[config.mk]
export PLATFORM = sky130hd
export DESIGN_NAME = port_mode_decode_integrator
export DESIGN_NICKNAME = d
export VERILOG_FILES = /design/src/core/port_mode_pkg.sv /design/src/core/port_mode_decode_integrator.sv
export SDC_FILE = /design/constraint.sdc
export NUM_CORES = 1
export LEC_CHECK = 0
export BUFFER_PORTS_ARGS = -buffer_cell sky130_fd_sc_hd__buf_4
export CORE_UTILIZATION = 41
export CTS_CLUSTER_DIAMETER = 60
export DETAILED_ROUTE_END_ITERATION = 10
export GPL_ROUTABILITY_DRIVEN = 0
export HOLD_SLACK_MARGIN = 0.06
export PLACE_DENSITY = 0.66
export SETUP_SLACK_MARGIN = 0.02
export SYNTH_ARGS = -nofsm -noshare
export SYNTH_HDL_FRONTEND = slang
export SYNTH_SLANG_ARGS = --single-unit
[constraint.sdc]
create_clock -name sys_clk_i -period 5 [get_ports sys_clk_i]
set_clock_uncertainty 0.15 [all_clocks]
set_input_delay 0.25 -clock sys_clk_i [delete_from_list [all_inputs] [get_ports sys_clk_i]]
set_output_delay 0.25 -clock sys_clk_i [all_outputs]
set_load 0.03 [all_outputs]
[src/core/port_mode_pkg.sv]
// Constants for the per-port mode decoder and overhead integrator.
// Assumes one port per instance, all logic on the port's receive clock.
package port_mode_pkg;
   // Framing select codes
   localparam logic [2:0] FRM_DS3_CBIT = 3'h0;
   localparam logic [2:0] FRM_DS3_M13 = 3'h1;
   localparam logic [2:0] FRM_E3_G751 = 3'h2;
   localparam logic [2:0] FRM_E3_G832 = 3'h3;
   localparam logic [2:0] FRM_DS3_CLEAR = 3'h4;
   // Field positions inside the selects
   localparam int CLEAR_BIT = 2;
   localparam int E3_BIT = 1;
   localparam int UNIPOLAR_BIT = 2;
   // Line select codes
   localparam logic [2:0] LINE_ALL_OFF = 3'h0;
   localparam logic [2:0] LINE_LIU_ON = 3'h1;
   localparam logic [2:0] LINE_JITTER_TX = 3'h2;
   localparam logic [2:0] LINE_JITTER_RX = 3'h3;
   // Integrator counts
   localparam int INTEG_COUNT = 5;
   localparam int UNSTABLE_COUNT = 8;
   localparam int CNT_W = 4;
   // Framing mode decode
   typedef enum logic [5:0] {
      FMODE_DS3_CBIT = 6'h01,
      FMODE_DS3_M13 = 6'h02,
      FMODE_E3_G751 = 6'h04,
      FMODE_E3_G832 = 6'h08,
      FMODE_DS3_CLEAR = 6'h10,
      FMODE_E3_CLEAR = 6'h20
   } frame_mode_t;
endpackage

[src/core/port_mode_decode_integrator.sv]
// Per-port pin mux, line mode decode and overhead field integrator.
// Assumes mode inputs are quasi-static config on sys_clk_i; pins synced here.
`timescale 1ns/100ps

// What this block does
// - Shared pin: enable, frame start, or constant
// - Clock out gapped by enable when selected, framed modes only
// - Unused multiplexed inputs feed constant zero
// - Decode framing select into six modes
// - Bit error tester allowed in all modes
// - Decode line select: LINE_INTERFACE_UNIT, jitter attenuator, unipolar
// - DS3 uses B3ZS, E3 uses HDB3
// - Code bit 0 substitution, 1 plain AMI
// - Unipolar: no transform, violation counter still counts
// - Loopback in all modes, digital when LINE_INTERFACE_UNIT off
// - Framer input from LINE_INTERFACE_UNIT or external pins
// - Transmit bytes MSB first, first bit at 7
// - Receive bytes MSB first, first bit at 7
// - Store field after five equal new values
// - Unstable after eight values matching neither
// - Unstable clears after five equal values
module port_mode_decode_integrator
   import port_mode_pkg::*;
#(
   parameter int FIELD_W = 8
) (
   // Clock and reset
   input wire logic sys_clk_i,
   input wire logic arst_n_i,
   // Mode configuration
   input wire logic [2:0] framing_select_i,
   input wire logic [2:0] line_select_i,
   input wire logic rx_frame_start_select_i,
   input wire logic rx_clock_select_i,
   input wire logic clear_serial_mode_i,
   input wire logic tx_ami_select_i,
   input wire logic rx_ami_select_i,
   input wire logic analog_loopback_i,
   input wire logic bit_error_tester_en_i,
   // Framer-side receive events
   input wire logic rx_data_enable_i,
   input wire logic rx_frame_start_i,
   input wire logic rx_line_clock_en_i,
   // Line side pins
   input wire logic rx_line_data_i,
   input wire logic rx_positive_rail_i,
   input wire logic rx_negative_rail_i,
   input wire logic liu_rx_data_i,
   input wire logic liu_rx_neg_i,
   input wire logic tx_line_clock_i,
   input wire logic tx_positive_rail_i,
   input wire logic tx_negative_rail_i,
   // Byte serialisation
   input wire logic [7:0] tx_byte_i,
   input wire logic tx_byte_load_i,
   input wire logic rx_bit_i,
   input wire logic rx_bit_valid_i,
   // Overhead field integration
   input wire logic [FIELD_W-1:0] ovh_field_i,
   input wire logic ovh_field_valid_i,
   // Mode decode outputs
   output frame_mode_t frame_mode_o,
   output logic framed_serial_mode_o,
   output logic clear_rate_mode_o,
   output logic e3_mode_o,
   output logic line_interface_unit_en_o,
   output logic jitter_attenuator_tx_o,
   output logic jitter_attenuator_rx_o,
   output logic unipolar_mode_o,
   output logic tx_substitution_disable_o,
   output logic rx_substitution_disable_o,
   output logic b3zs_code_o,
   output logic hdb3_code_o,
   output logic line_coder_bypass_o,
   output logic bit_error_tester_allowed_o,
   output logic bipolar_violation_counter_inc_o,
   // Receive serial port pins
   output logic rx_frame_start_out_o,
   output logic rx_clock_gate_o,
   // Framer input selection
   output logic framer_rx_pos_o,
   output logic framer_rx_neg_o,
   output logic framer_rx_clock_en_o,
   // Byte serialisation
   output logic tx_serial_bit_o,
   output logic [7:0] rx_byte_o,
   output logic rx_byte_valid_o,
   // Integrated field
   output logic [FIELD_W-1:0] ovh_field_stored_o,
   output logic ovh_unstable_o
);

   // Pin synchronisers, two stages each
   logic [5:0] pin_s1_q;
   logic [5:0] pin_s2_q;
   always_ff @(posedge sys_clk_i or negedge arst_n_i) begin
      if (!arst_n_i) begin
         pin_s1_q <= 6'h00;
         pin_s2_q <= 6'h00;
      end else begin
         pin_s1_q <= {rx_line_data_i, rx_positive_rail_i, rx_negative_rail_i,
                      tx_line_clock_i, tx_positive_rail_i, tx_negative_rail_i};
         pin_s2_q <= pin_s1_q;
      end
   end
   logic rdat_s, rpos_s, rneg_s, tclk_s, tx_positive_rail_s, tx_negative_rail_s;
   assign {rdat_s, rpos_s, rneg_s, tclk_s, tx_positive_rail_s, tx_negative_rail_s} = pin_s2_q;

   // Framing decode, one-hot; the default takes 101 and 11X, all three as E3 clear
   always_comb begin
      case (framing_select_i)
         FRM_DS3_CBIT: frame_mode_o = FMODE_DS3_CBIT;
         FRM_DS3_M13: frame_mode_o = FMODE_DS3_M13;
         FRM_E3_G751: frame_mode_o = FMODE_E3_G751;
         FRM_E3_G832: frame_mode_o = FMODE_E3_G832;
         FRM_DS3_CLEAR: frame_mode_o = FMODE_DS3_CLEAR;
         default: frame_mode_o = FMODE_E3_CLEAR;
      endcase
   end
   assign framed_serial_mode_o = !framing_select_i[CLEAR_BIT];
   assign clear_rate_mode_o = framing_select_i[CLEAR_BIT];
   // E3 when G.751/G.832, or any clear code above the DS3 one, as the one-hot decode
   assign e3_mode_o = framing_select_i[CLEAR_BIT] ? (framing_select_i[1:0] != 2'b00)
                                                  : framing_select_i[E3_BIT];
   // Tester never gated by framing decode
   assign bit_error_tester_allowed_o = bit_error_tester_en_i;

   // Line mode decode
   always_comb begin
      line_interface_unit_en_o = 1'b0;
      jitter_attenuator_tx_o = 1'b0;
      jitter_attenuator_rx_o = 1'b0;
      unipolar_mode_o = line_select_i[UNIPOLAR_BIT];
      // Unipolar codes keep the line unit and attenuator off
      if (!line_select_i[UNIPOLAR_BIT]) begin
         case (line_select_i)
            LINE_ALL_OFF: line_interface_unit_en_o = 1'b0;
            LINE_LIU_ON: line_interface_unit_en_o = 1'b1;
            LINE_JITTER_TX: begin
               line_interface_unit_en_o = 1'b1;
               jitter_attenuator_tx_o = 1'b1;
            end
            LINE_JITTER_RX: begin
               line_interface_unit_en_o = 1'b1;
               jitter_attenuator_rx_o = 1'b1;
            end
            default: line_interface_unit_en_o = 1'b0;
         endcase
      end
   end

   // Line code choice; unipolar bypasses the coder entirely
   assign tx_substitution_disable_o = !unipolar_mode_o && tx_ami_select_i;
   assign rx_substitution_disable_o = !unipolar_mode_o && rx_ami_select_i;
   assign b3zs_code_o = !unipolar_mode_o && !e3_mode_o;
   assign hdb3_code_o = !unipolar_mode_o && e3_mode_o;
   assign line_coder_bypass_o = unipolar_mode_o;

   // Framer input: LINE_INTERFACE_UNIT, loopback, or external pins
   always_comb begin
      if (analog_loopback_i && !line_interface_unit_en_o) begin
         framer_rx_pos_o = tx_positive_rail_s;
         framer_rx_neg_o = tx_negative_rail_s;
         framer_rx_clock_en_o = tclk_s;
      end else if (line_interface_unit_en_o) begin
         // Analog loopback happens inside the LINE_INTERFACE_UNIT, data still arrives here
         framer_rx_pos_o = liu_rx_data_i;
         framer_rx_neg_o = liu_rx_neg_i;
         framer_rx_clock_en_o = rx_line_clock_en_i;
      end else begin
         framer_rx_pos_o = unipolar_mode_o ? rdat_s : rpos_s;
         framer_rx_neg_o = rneg_s;
         framer_rx_clock_en_o = rx_line_clock_en_i;
      end
   end

   // Violation counter sees raw negative rail pulses in unipolar mode
   logic rneg_prev_q;
   always_ff @(posedge sys_clk_i or negedge arst_n_i) begin
      if (!arst_n_i) rneg_prev_q <= 1'b0;
      else rneg_prev_q <= framer_rx_neg_o;
   end
   assign bipolar_violation_counter_inc_o =
      unipolar_mode_o && framer_rx_neg_o && !rneg_prev_q;

   // Frame start input is meaningless outside framed modes, so it is forced to zero
   logic fs_used;
   assign fs_used = framed_serial_mode_o & rx_frame_start_i;
   // Shared receive pin; clear modes force a level, unused inputs read zero
   always_comb begin
      if (framed_serial_mode_o)
         rx_frame_start_out_o = rx_frame_start_select_i ? fs_used
                                                        : rx_data_enable_i;
      else
         rx_frame_start_out_o = clear_serial_mode_i;
   end
   // Clock gate: 1 lets the clock through on this cycle
   assign rx_clock_gate_o = (framed_serial_mode_o && !rx_clock_select_i)
                            ? rx_data_enable_i : 1'b1;

   // Transmit byte shifter, MSB first
   logic [7:0] tx_shift_q;
   always_ff @(posedge sys_clk_i or negedge arst_n_i) begin
      if (!arst_n_i) tx_shift_q <= 8'h00;
      else if (tx_byte_load_i) tx_shift_q <= tx_byte_i;
      else tx_shift_q <= {tx_shift_q[6:0], 1'b0};
   end
   assign tx_serial_bit_o = tx_shift_q[7];

   // Receive byte assembler, first bit lands in bit 7
   // Bit counter is only cleared by reset; a cut byte stays misaligned
   logic [7:0] rx_shift_q;
   logic [2:0] rx_cnt_q;
   always_ff @(posedge sys_clk_i or negedge arst_n_i) begin
      if (!arst_n_i) begin
         rx_shift_q <= 8'h00;
         rx_cnt_q <= 3'h0;
         rx_byte_o <= 8'h00;
         rx_byte_valid_o <= 1'b0;
      end else begin
         rx_byte_valid_o <= 1'b0;
         if (rx_bit_valid_i) begin
            rx_shift_q <= {rx_shift_q[6:0], rx_bit_i};
            rx_cnt_q <= rx_cnt_q + 3'h1;
            if (rx_cnt_q == 3'h7) begin
               rx_byte_o <= {rx_shift_q[6:0], rx_bit_i};
               rx_byte_valid_o <= 1'b1;
            end
         end
      end
   end

   // Integrator: run length of equal values and count of erratic values
   // A value equal to the stored one is not erratic and restarts that run
   logic [FIELD_W-1:0] prev_q;
   logic [CNT_W-1:0] same_cnt_q;
   logic [CNT_W-1:0] unst_cnt_q;
   logic same_as_prev;
   logic [CNT_W-1:0] same_next;
   assign same_as_prev = (ovh_field_i == prev_q);
   assign same_next = same_as_prev ? same_cnt_q + CNT_W'(1) : CNT_W'(1);
   always_ff @(posedge sys_clk_i or negedge arst_n_i) begin
      if (!arst_n_i) begin
         prev_q <= '0;
         same_cnt_q <= '0;
         unst_cnt_q <= '0;
         ovh_field_stored_o <= '0;
         ovh_unstable_o <= 1'b0;
      end else if (ovh_field_valid_i) begin
         prev_q <= ovh_field_i;
         // Saturate so a long steady run cannot wrap
         same_cnt_q <= (same_next > CNT_W'(INTEG_COUNT)) ? CNT_W'(INTEG_COUNT) : same_next;
         if (same_next >= CNT_W'(INTEG_COUNT)) begin
            ovh_field_stored_o <= ovh_field_i;
            ovh_unstable_o <= 1'b0;
         end
         if (!same_as_prev && ovh_field_i != ovh_field_stored_o) begin
            if (unst_cnt_q + CNT_W'(1) >= CNT_W'(UNSTABLE_COUNT))
               ovh_unstable_o <= 1'b1;
            else
               unst_cnt_q <= unst_cnt_q + CNT_W'(1);
         end else begin
            unst_cnt_q <= '0;
         end
      end
   end
endmodule

# After elaboration in Yosys (flattened, before gate mapping)

Index checks and enable logic that the tools add are counted.

Register bits: 65
Latch bits: 0
Memory bits (writable): 0
Memory bits (read-only): 0
Input port bits: 46
Output and inout port bits: 44
Word-level logic and storage cells: 80
Memories: 0

Add/subtract/negate cells: 3
Multiply operators: 0
Divide/modulo/power cells: 0
Order comparisons: 3
Eq/ne operators: 11
Shift operators: 0
Multiplexer cells: 27
Bitwise gates (word level): 1
Reduce and logical (&&, ||, !) cells: 22

Operators by type and width:

| operator                                                      | count |
|---|---|
| case mux 6 bit (5 select lines)                               | 1 |
| 2-to-1 mux 1 bit                                              | 21 |
| 2-to-1 mux 4 bit                                              | 4 |
| equality test 3 x 2 -> 1 bit, second input constant           | 4 |
| logical AND 1 bit                                             | 9 |
| adder 4 x 1 -> 4 bit, second input constant                   | 2 |
| equality test 8 bit                                           | 1 |
| 2-to-1 mux 8 bit                                              | 1 |
| != test 8 bit                                                 | 1 |
| logical NOT 1 bit                                             | 7 |
| equality test 3 x 1 -> 1 bit, second input constant           | 2 |
| equality test 3 bit, second input constant                    | 2 |
| AND reduction 2 bit                                           | 3 |
| >= comparator 4 x 3 -> 1 bit, second input constant           | 1 |
| >= comparator 4 bit, second input constant                    | 1 |
| greater-than comparator 4 x 3 -> 1 bit, second input constant | 1 |
| adder 3 x 1 -> 3 bit, second input constant                   | 1 |
| logical NOT 3 bit                                             | 1 |
| OR reduction 3 bit                                            | 1 |
| != test 2 bit, second input constant                          | 1 |
| nonzero test 2 bit                                            | 1 |
| bitwise AND 1 bit                                             | 1 |

# Longest topological paths before layout

Depth in word-level cells: 9
Gate-level depth with buffers: 6
Gate-level depth less buffers: 6

# Worst setup path after synthesis

Ideal clock, no wire load.

Kind: in2out
From: in line_select_i[2]
To: out framer_rx_pos_o
Arrival: 1.639 ns
Data required time: 4.600 ns
Path slack: 2.961 ns
Stages on the path: 4
Buffers on the path: 1
Cell sequence: clkbuf_1 > o21bai_1 > inv_1 > o21ai_0

Cells in the longest elaborated chain, start to end: 7
Elaborated cells between the ends (all ways): 11
Those cells by class: 3 x eq/ne; 5 x mux; 3 x reduce/logical

Ends and longest elaborated chain:

| item                                                                                | RTL line                           | text |
|---|---|---|
| from (decl)                                                                         | port_mode_decode_integrator.sv:32  | `input wire logic [2:0] line_select_i,` |
| equality test 3 x 2 -> 1 bit / equality test 3 x 1 -> 1 bit (equally long branches) | port_mode_decode_integrator.sv:136 | `case (line_select_i)` |
| OR reduction 3 bit (no line)                                                        | n/a                                |  |
| 2-to-1 mux 1 bit                                                                    | port_mode_decode_integrator.sv:136 |  |
| 2-to-1 mux 1 bit *                                                                  | port_mode_decode_integrator.sv:135 | `if (!line_select_i[UNIPOLAR_BIT]) begin` |
| via line_interface_unit_en_o                                                        | port_mode_decode_integrator.sv:66  | `output logic line_interface_unit_en_o,` |
| logical NOT 1 bit                                                                   | port_mode_decode_integrator.sv:161 | `if (analog_loopback_i && !line_interface_unit_en_o) begin` |
| logical AND 1 bit                                                                   | port_mode_decode_integrator.sv:161 |  |
| 2-to-1 mux 1 bit *                                                                  | port_mode_decode_integrator.sv:161 |  |
| to (decl)                                                                           | port_mode_decode_integrator.sv:81  | `output logic framer_rx_pos_o,` |

The timed path passes the listed nets; every way through them passes the cells marked *.

# Worst setup path in the final report

From: reg same_cnt_q[0]
To: reg ovh_field_stored_o[0]

Cells in the longest elaborated chain, start to end: 4

Ends and longest elaborated chain:

| item                          | RTL line                           | text |
|---|---|---|
| from (decl)                   | port_mode_decode_integrator.sv:236 | `logic [CNT_W-1:0] same_cnt_q;` |
| from (signal assigned)        | port_mode_decode_integrator.sv:252 | `same_cnt_q <= (same_next > CNT_W'(INTEG_COUNT)) ? CNT_W'(INTEG_COUNT) : same_next;` |
| adder 4 x 1 -> 4 bit          | port_mode_decode_integrator.sv:241 | `assign same_next = same_as_prev ? same_cnt_q + CNT_W'(1) : CNT_W'(1);` |
| 2-to-1 mux 4 bit              | port_mode_decode_integrator.sv:241 |  |
| >= comparator 4 x 3 -> 1 bit  | port_mode_decode_integrator.sv:253 | `if (same_next >= CNT_W'(INTEG_COUNT)) begin` |
| AND reduction 2 bit (no line) | n/a                                |  |
| to (signal assigned)          | port_mode_decode_integrator.sv:254 | `ovh_field_stored_o <= ovh_field_i;` |
| to (decl)                     | port_mode_decode_integrator.sv:89  | `output logic [FIELD_W-1:0] ovh_field_stored_o,` |

Every way passes these cells.
A chain may end at the register's enable or synchronous reset.

==> results.json <==
{
  "drt-wirelength-per-cell_um": 12.8,
  "setup.worst_path.end_class": "flop",
  "slew-limit-headroom": 0.472,
  "top_level_ports": 90,
  "timing.final.crit_period_ps": 2190,
  "worstRegToRegCells": 6,
  "pin_count_of_the_biggest_net_entering_global_routing": 66,
  "finalMaxSlewViolations": 0,
  "overall_die_width_um": 85.7,
  "ctsRootBufferMaster": "sky130_fd_sc_hd__clkbuf_8",
  "power_uw": 1510,
  "synth.lib_cells_used.distinct": 35,
  "min-delay-start": "tx_byte_load_i",
  "clock.fmax_mhz": 457,
  "place_hpwl_um": 3710,
  "die-height_um": 85.7,
  "non_filler_cell_area_final_mm2": 0.00405,
  "setup-tns-final_ps": 0,
  "antenna_left": 0,
  "powerDensity_mw_per_mm2": 374,
  "synth_area_leaders": "sky130_fd_sc_hd__dfrtp_1 (57%), sky130_fd_sc_hd__mux2_2 (13%), sky130_fd_sc_hd__xnor2_1 (5.5%)",
  "postSynth.asyncResetShare": 1.00,
  "layout-drive-gt1-share": 0.433,
  "clkLatencyLatePin_ps": 340,
  "min_delay_worst_endpoint": "tx_shift_q[0]$_DFF_PN0_",
  "avgSynthCellArea_um2": 13.2,
  "maxCapViolCount": 0,
  "setup_violations": 0,
  "syn-cell-area_mm2": 0.00287,
  "synth-seq-area-share": 0.567,
  "ys_ff_latch": 65,
  "comb_power_share": 0.269,
  "setup_repair_after_global_routing_missed_its_margin": "false",
  "tightestPinTransition_ps": 793,
  "timing.rr.end": "ovh_field_stored_o[0]$_DFFE_PN0P_",
  "drc_errors": 0,
  "port_buffers": 87,
  "cells_after_synth": 218,
  "regToRegSetupSlack_ps": 2810,
  "syn_nets": 268,
  "yosysMostFrequentCell": "sky130_fd_sc_hd__dfrtp_1",
  "worst_ep_arrival_time_ps": 2260,
  "n_fill_cell": 567,
  "top_cells_by_count_synth": "sky130_fd_sc_hd__dfrtp_1 (65), sky130_fd_sc_hd__mux2_2 (33), sky130_fd_sc_hd__xnor2_1 (18)",
  "start_util": 0.422,
  "post_cts_resized": 0,
  "cellLeakagePower_uw": 0.00191,
  "status": "finished clean",
  "placement_rows": 30,
  "globalRoute.totalOverflow": 0,
  "critical_path.startpoint_type": "flop",
  "area.growth.synth_to_final_pct": 41.1,
  "synth_top_cell_by_area": "sky130_fd_sc_hd__dfrtp_1",
  "drt_first_pass_iters": 4,
  "timing.critical_path.fanout_max": 9,
  "first_global_vias": 1933,
  "cts_buffers": 9,
  "r2r_start": "same_cnt_q[0]$_DFFE_PN0P_",
  "fp.dieArea_mm2": 0.00734,
  "grt_util_all_layers": 0.161,
  "synthFlopType": "sky130_fd_sc_hd__dfrtp_1",
  "antennaDiodeCount": 0,
  "synthesis.yosys.warnings": 0,
  "worstSetupPathType": "flop to flop",
  "wl_um": 5560,
  "grt_antenna_before_repair": 0,
  "dr_total_vias": 2037,
  "p_seq_frac": 0.444,
  "nets": 383,
  "internal_power_uw": 1060,
  "synth.top_cell.area_share": 0.567,
  "coreArea_mm2": 0.00679,
  "clkSinkCount": 65,
  "grt_first_pass_wirelength_um": 9000,
  "worst-endpoint-required_ps": 5080,
  "power.ir.vdd_worst_v": 0.000223,
  "synth_edf_count": 0,
  "power_switching_uw": 454,
  "path_clk_slew_ps": 70,
  "final_cycle_share": 0.437,
  "timing.hold.worst.class": "input port to flop",
  "vias_per_cell": 4.70,
  "drt_first_iter_violations": 68,
  "clock_path_buffers": 2,
  "cts_tree": "yes",
  "clock_power_share": 0.287,
  "htreeDepth": 3,
  "timing.final.hold_violations": 0,
  "power_switching_share": 0.300,
  "post_dp_cell_area_mm2": 0.00359,
  "holdPathStages": 2
}
[final cells by class]
cell class | count | area (um2) | share of cell area
repair buffers | 113 | 913 | 0.226
clock inverters | 5 | 56.3 | 0.0139
inverters | 5 | 18.8 | 0.00464
multi-input cells | 139 | 1170 | 0.290
well taps | 96 | 120 | 0.0297
flip-flops and latches | 65 | 1630 | 0.402
clock buffers | 10 | 138 | 0.0340
[worst max-delay path, cell delays in order (launching register included)]
cell                       delay, ps
sky130_fd_sc_hd__dfrtp_1         440
sky130_fd_sc_hd__ha_1            340
sky130_fd_sc_hd__nand2b_1        170
sky130_fd_sc_hd__a21oi_1         150
sky130_fd_sc_hd__nor3_1           80
sky130_fd_sc_hd__o211ai_4        400
sky130_fd_sc_hd__mux2_4          340
[cells in the final DEF, fill, tap and decap left out, types with 2 or more instances in the layout]
cell type	n
sky130_fd_sc_hd__a21oi_1	5
sky130_fd_sc_hd__a22o_1	4
sky130_fd_sc_hd__and2_1	3
sky130_fd_sc_hd__and3_1	2
sky130_fd_sc_hd__buf_4	87
sky130_fd_sc_hd__clkbuf_8	10
sky130_fd_sc_hd__clkinv_2	2
sky130_fd_sc_hd__dfrtp_1	65
sky130_fd_sc_hd__dlygate4sd3_1	26
sky130_fd_sc_hd__ha_1	4
sky130_fd_sc_hd__inv_1	5
sky130_fd_sc_hd__mux2_2	33
sky130_fd_sc_hd__mux2_4	8
sky130_fd_sc_hd__mux2i_1	3
sky130_fd_sc_hd__nand2_1	5
sky130_fd_sc_hd__nand3_1	2
sky130_fd_sc_hd__nand4_1	3
sky130_fd_sc_hd__nor2_1	14
sky130_fd_sc_hd__nor2b_1	5
sky130_fd_sc_hd__nor3_1	7
sky130_fd_sc_hd__nor3b_1	4
sky130_fd_sc_hd__o21ai_0	4
sky130_fd_sc_hd__o31ai_1	2
sky130_fd_sc_hd__xnor2_1	18
sky130_fd_sc_hd__xor2_1	2
[stage by stage]
step | instances | setup slack [ps] | hold slack, ps | utilization
after floorplan | 218 | 2960 | -196 | -
after global placement | 392 | 2890 | 184 | 0.529
after detailed placement | 392 | 2830 | 186 | 0.529
after CTS | 433 | 2810 | 63.8 | 0.596
after global routing | 433 | 2710 | 72.7 | 0.596
final | 433 | 2810 | 74.8 | 0.596
[repair_timing]
action | 4_1_cts | 5_1_grt
hold buffers | 26 | 0
setup buffers | 0 | 0
hold endpoints to repair | 99 | 0
[worst max path at each step]
stage	start	endpoint	slack, ps	cells past startpoint
final	same_cnt_q[0]$_DFFE_PN0P_	ovh_field_stored_o[0]$_DFFE_PN0P_	2810	6
after global routing	same_cnt_q[0]$_DFFE_PN0P_	ovh_field_stored_o[7]$_DFFE_PN0P_	2710	6
after CTS	same_cnt_q[0]$_DFFE_PN0P_	ovh_field_stored_o[4]$_DFFE_PN0P_	2810	6
after detailed placement	same_cnt_q[0]$_DFFE_PN0P_	ovh_field_stored_o[4]$_DFFE_PN0P_	2830	6
after global placement	same_cnt_q[0]$_DFFE_PN0P_	ovh_field_stored_o[5]$_DFFE_PN0P_	2890	6
after floorplan	line_select_i[2]	framer_rx_pos_o	2960	4
[state kept, by name, summed over array words and instances (netlist names), 3 cells and up]
signal              count
same_cnt_q              4
prev_q                  8
rx_byte_o               8
pin_s2_q                6
unst_cnt_q              4
ovh_field_stored_o      8
rx_shift_q              7
rx_cnt_q                3
pin_s1_q                6
tx_shift_q              8
[logic make-up after synthesis]
family,Yosys count,share of synthesized area
simple gates,50,0.0951
compound gates,21,0.0541
buf+inv,14,0.0235
xor+xnor,20,0.0611
fa+ha+maj,4,0.0174
flops,65,0.567
mux,44,0.182
[per-layer routing]
| metal | vias up | routed length (um) | track usage |
|---|---|---|---|
| met3 | 8 | 344 | 0.0472 |
| met4 | 0 | 110 | 0.0864 |
| li1 | 986 | - | - |
| met5 | - | 0 | 0 |
| met2 | 65 | 2730 | 0.263 |
| met1 | 978 | 2370 | 0.194 |
[power by group through the flow]
stage / combinational, uW / clock, uW / sequential, uW
final: 407 / 434 / 672
after global routing: 440 / 471 / 682
after CTS: 413 / 450 / 672
after detailed placement: 394 / 0 / 682
after global placement: 387 / 0 / 678
after floorplan: 173 / 0 / 747
(Power assumes the default switching activity.)
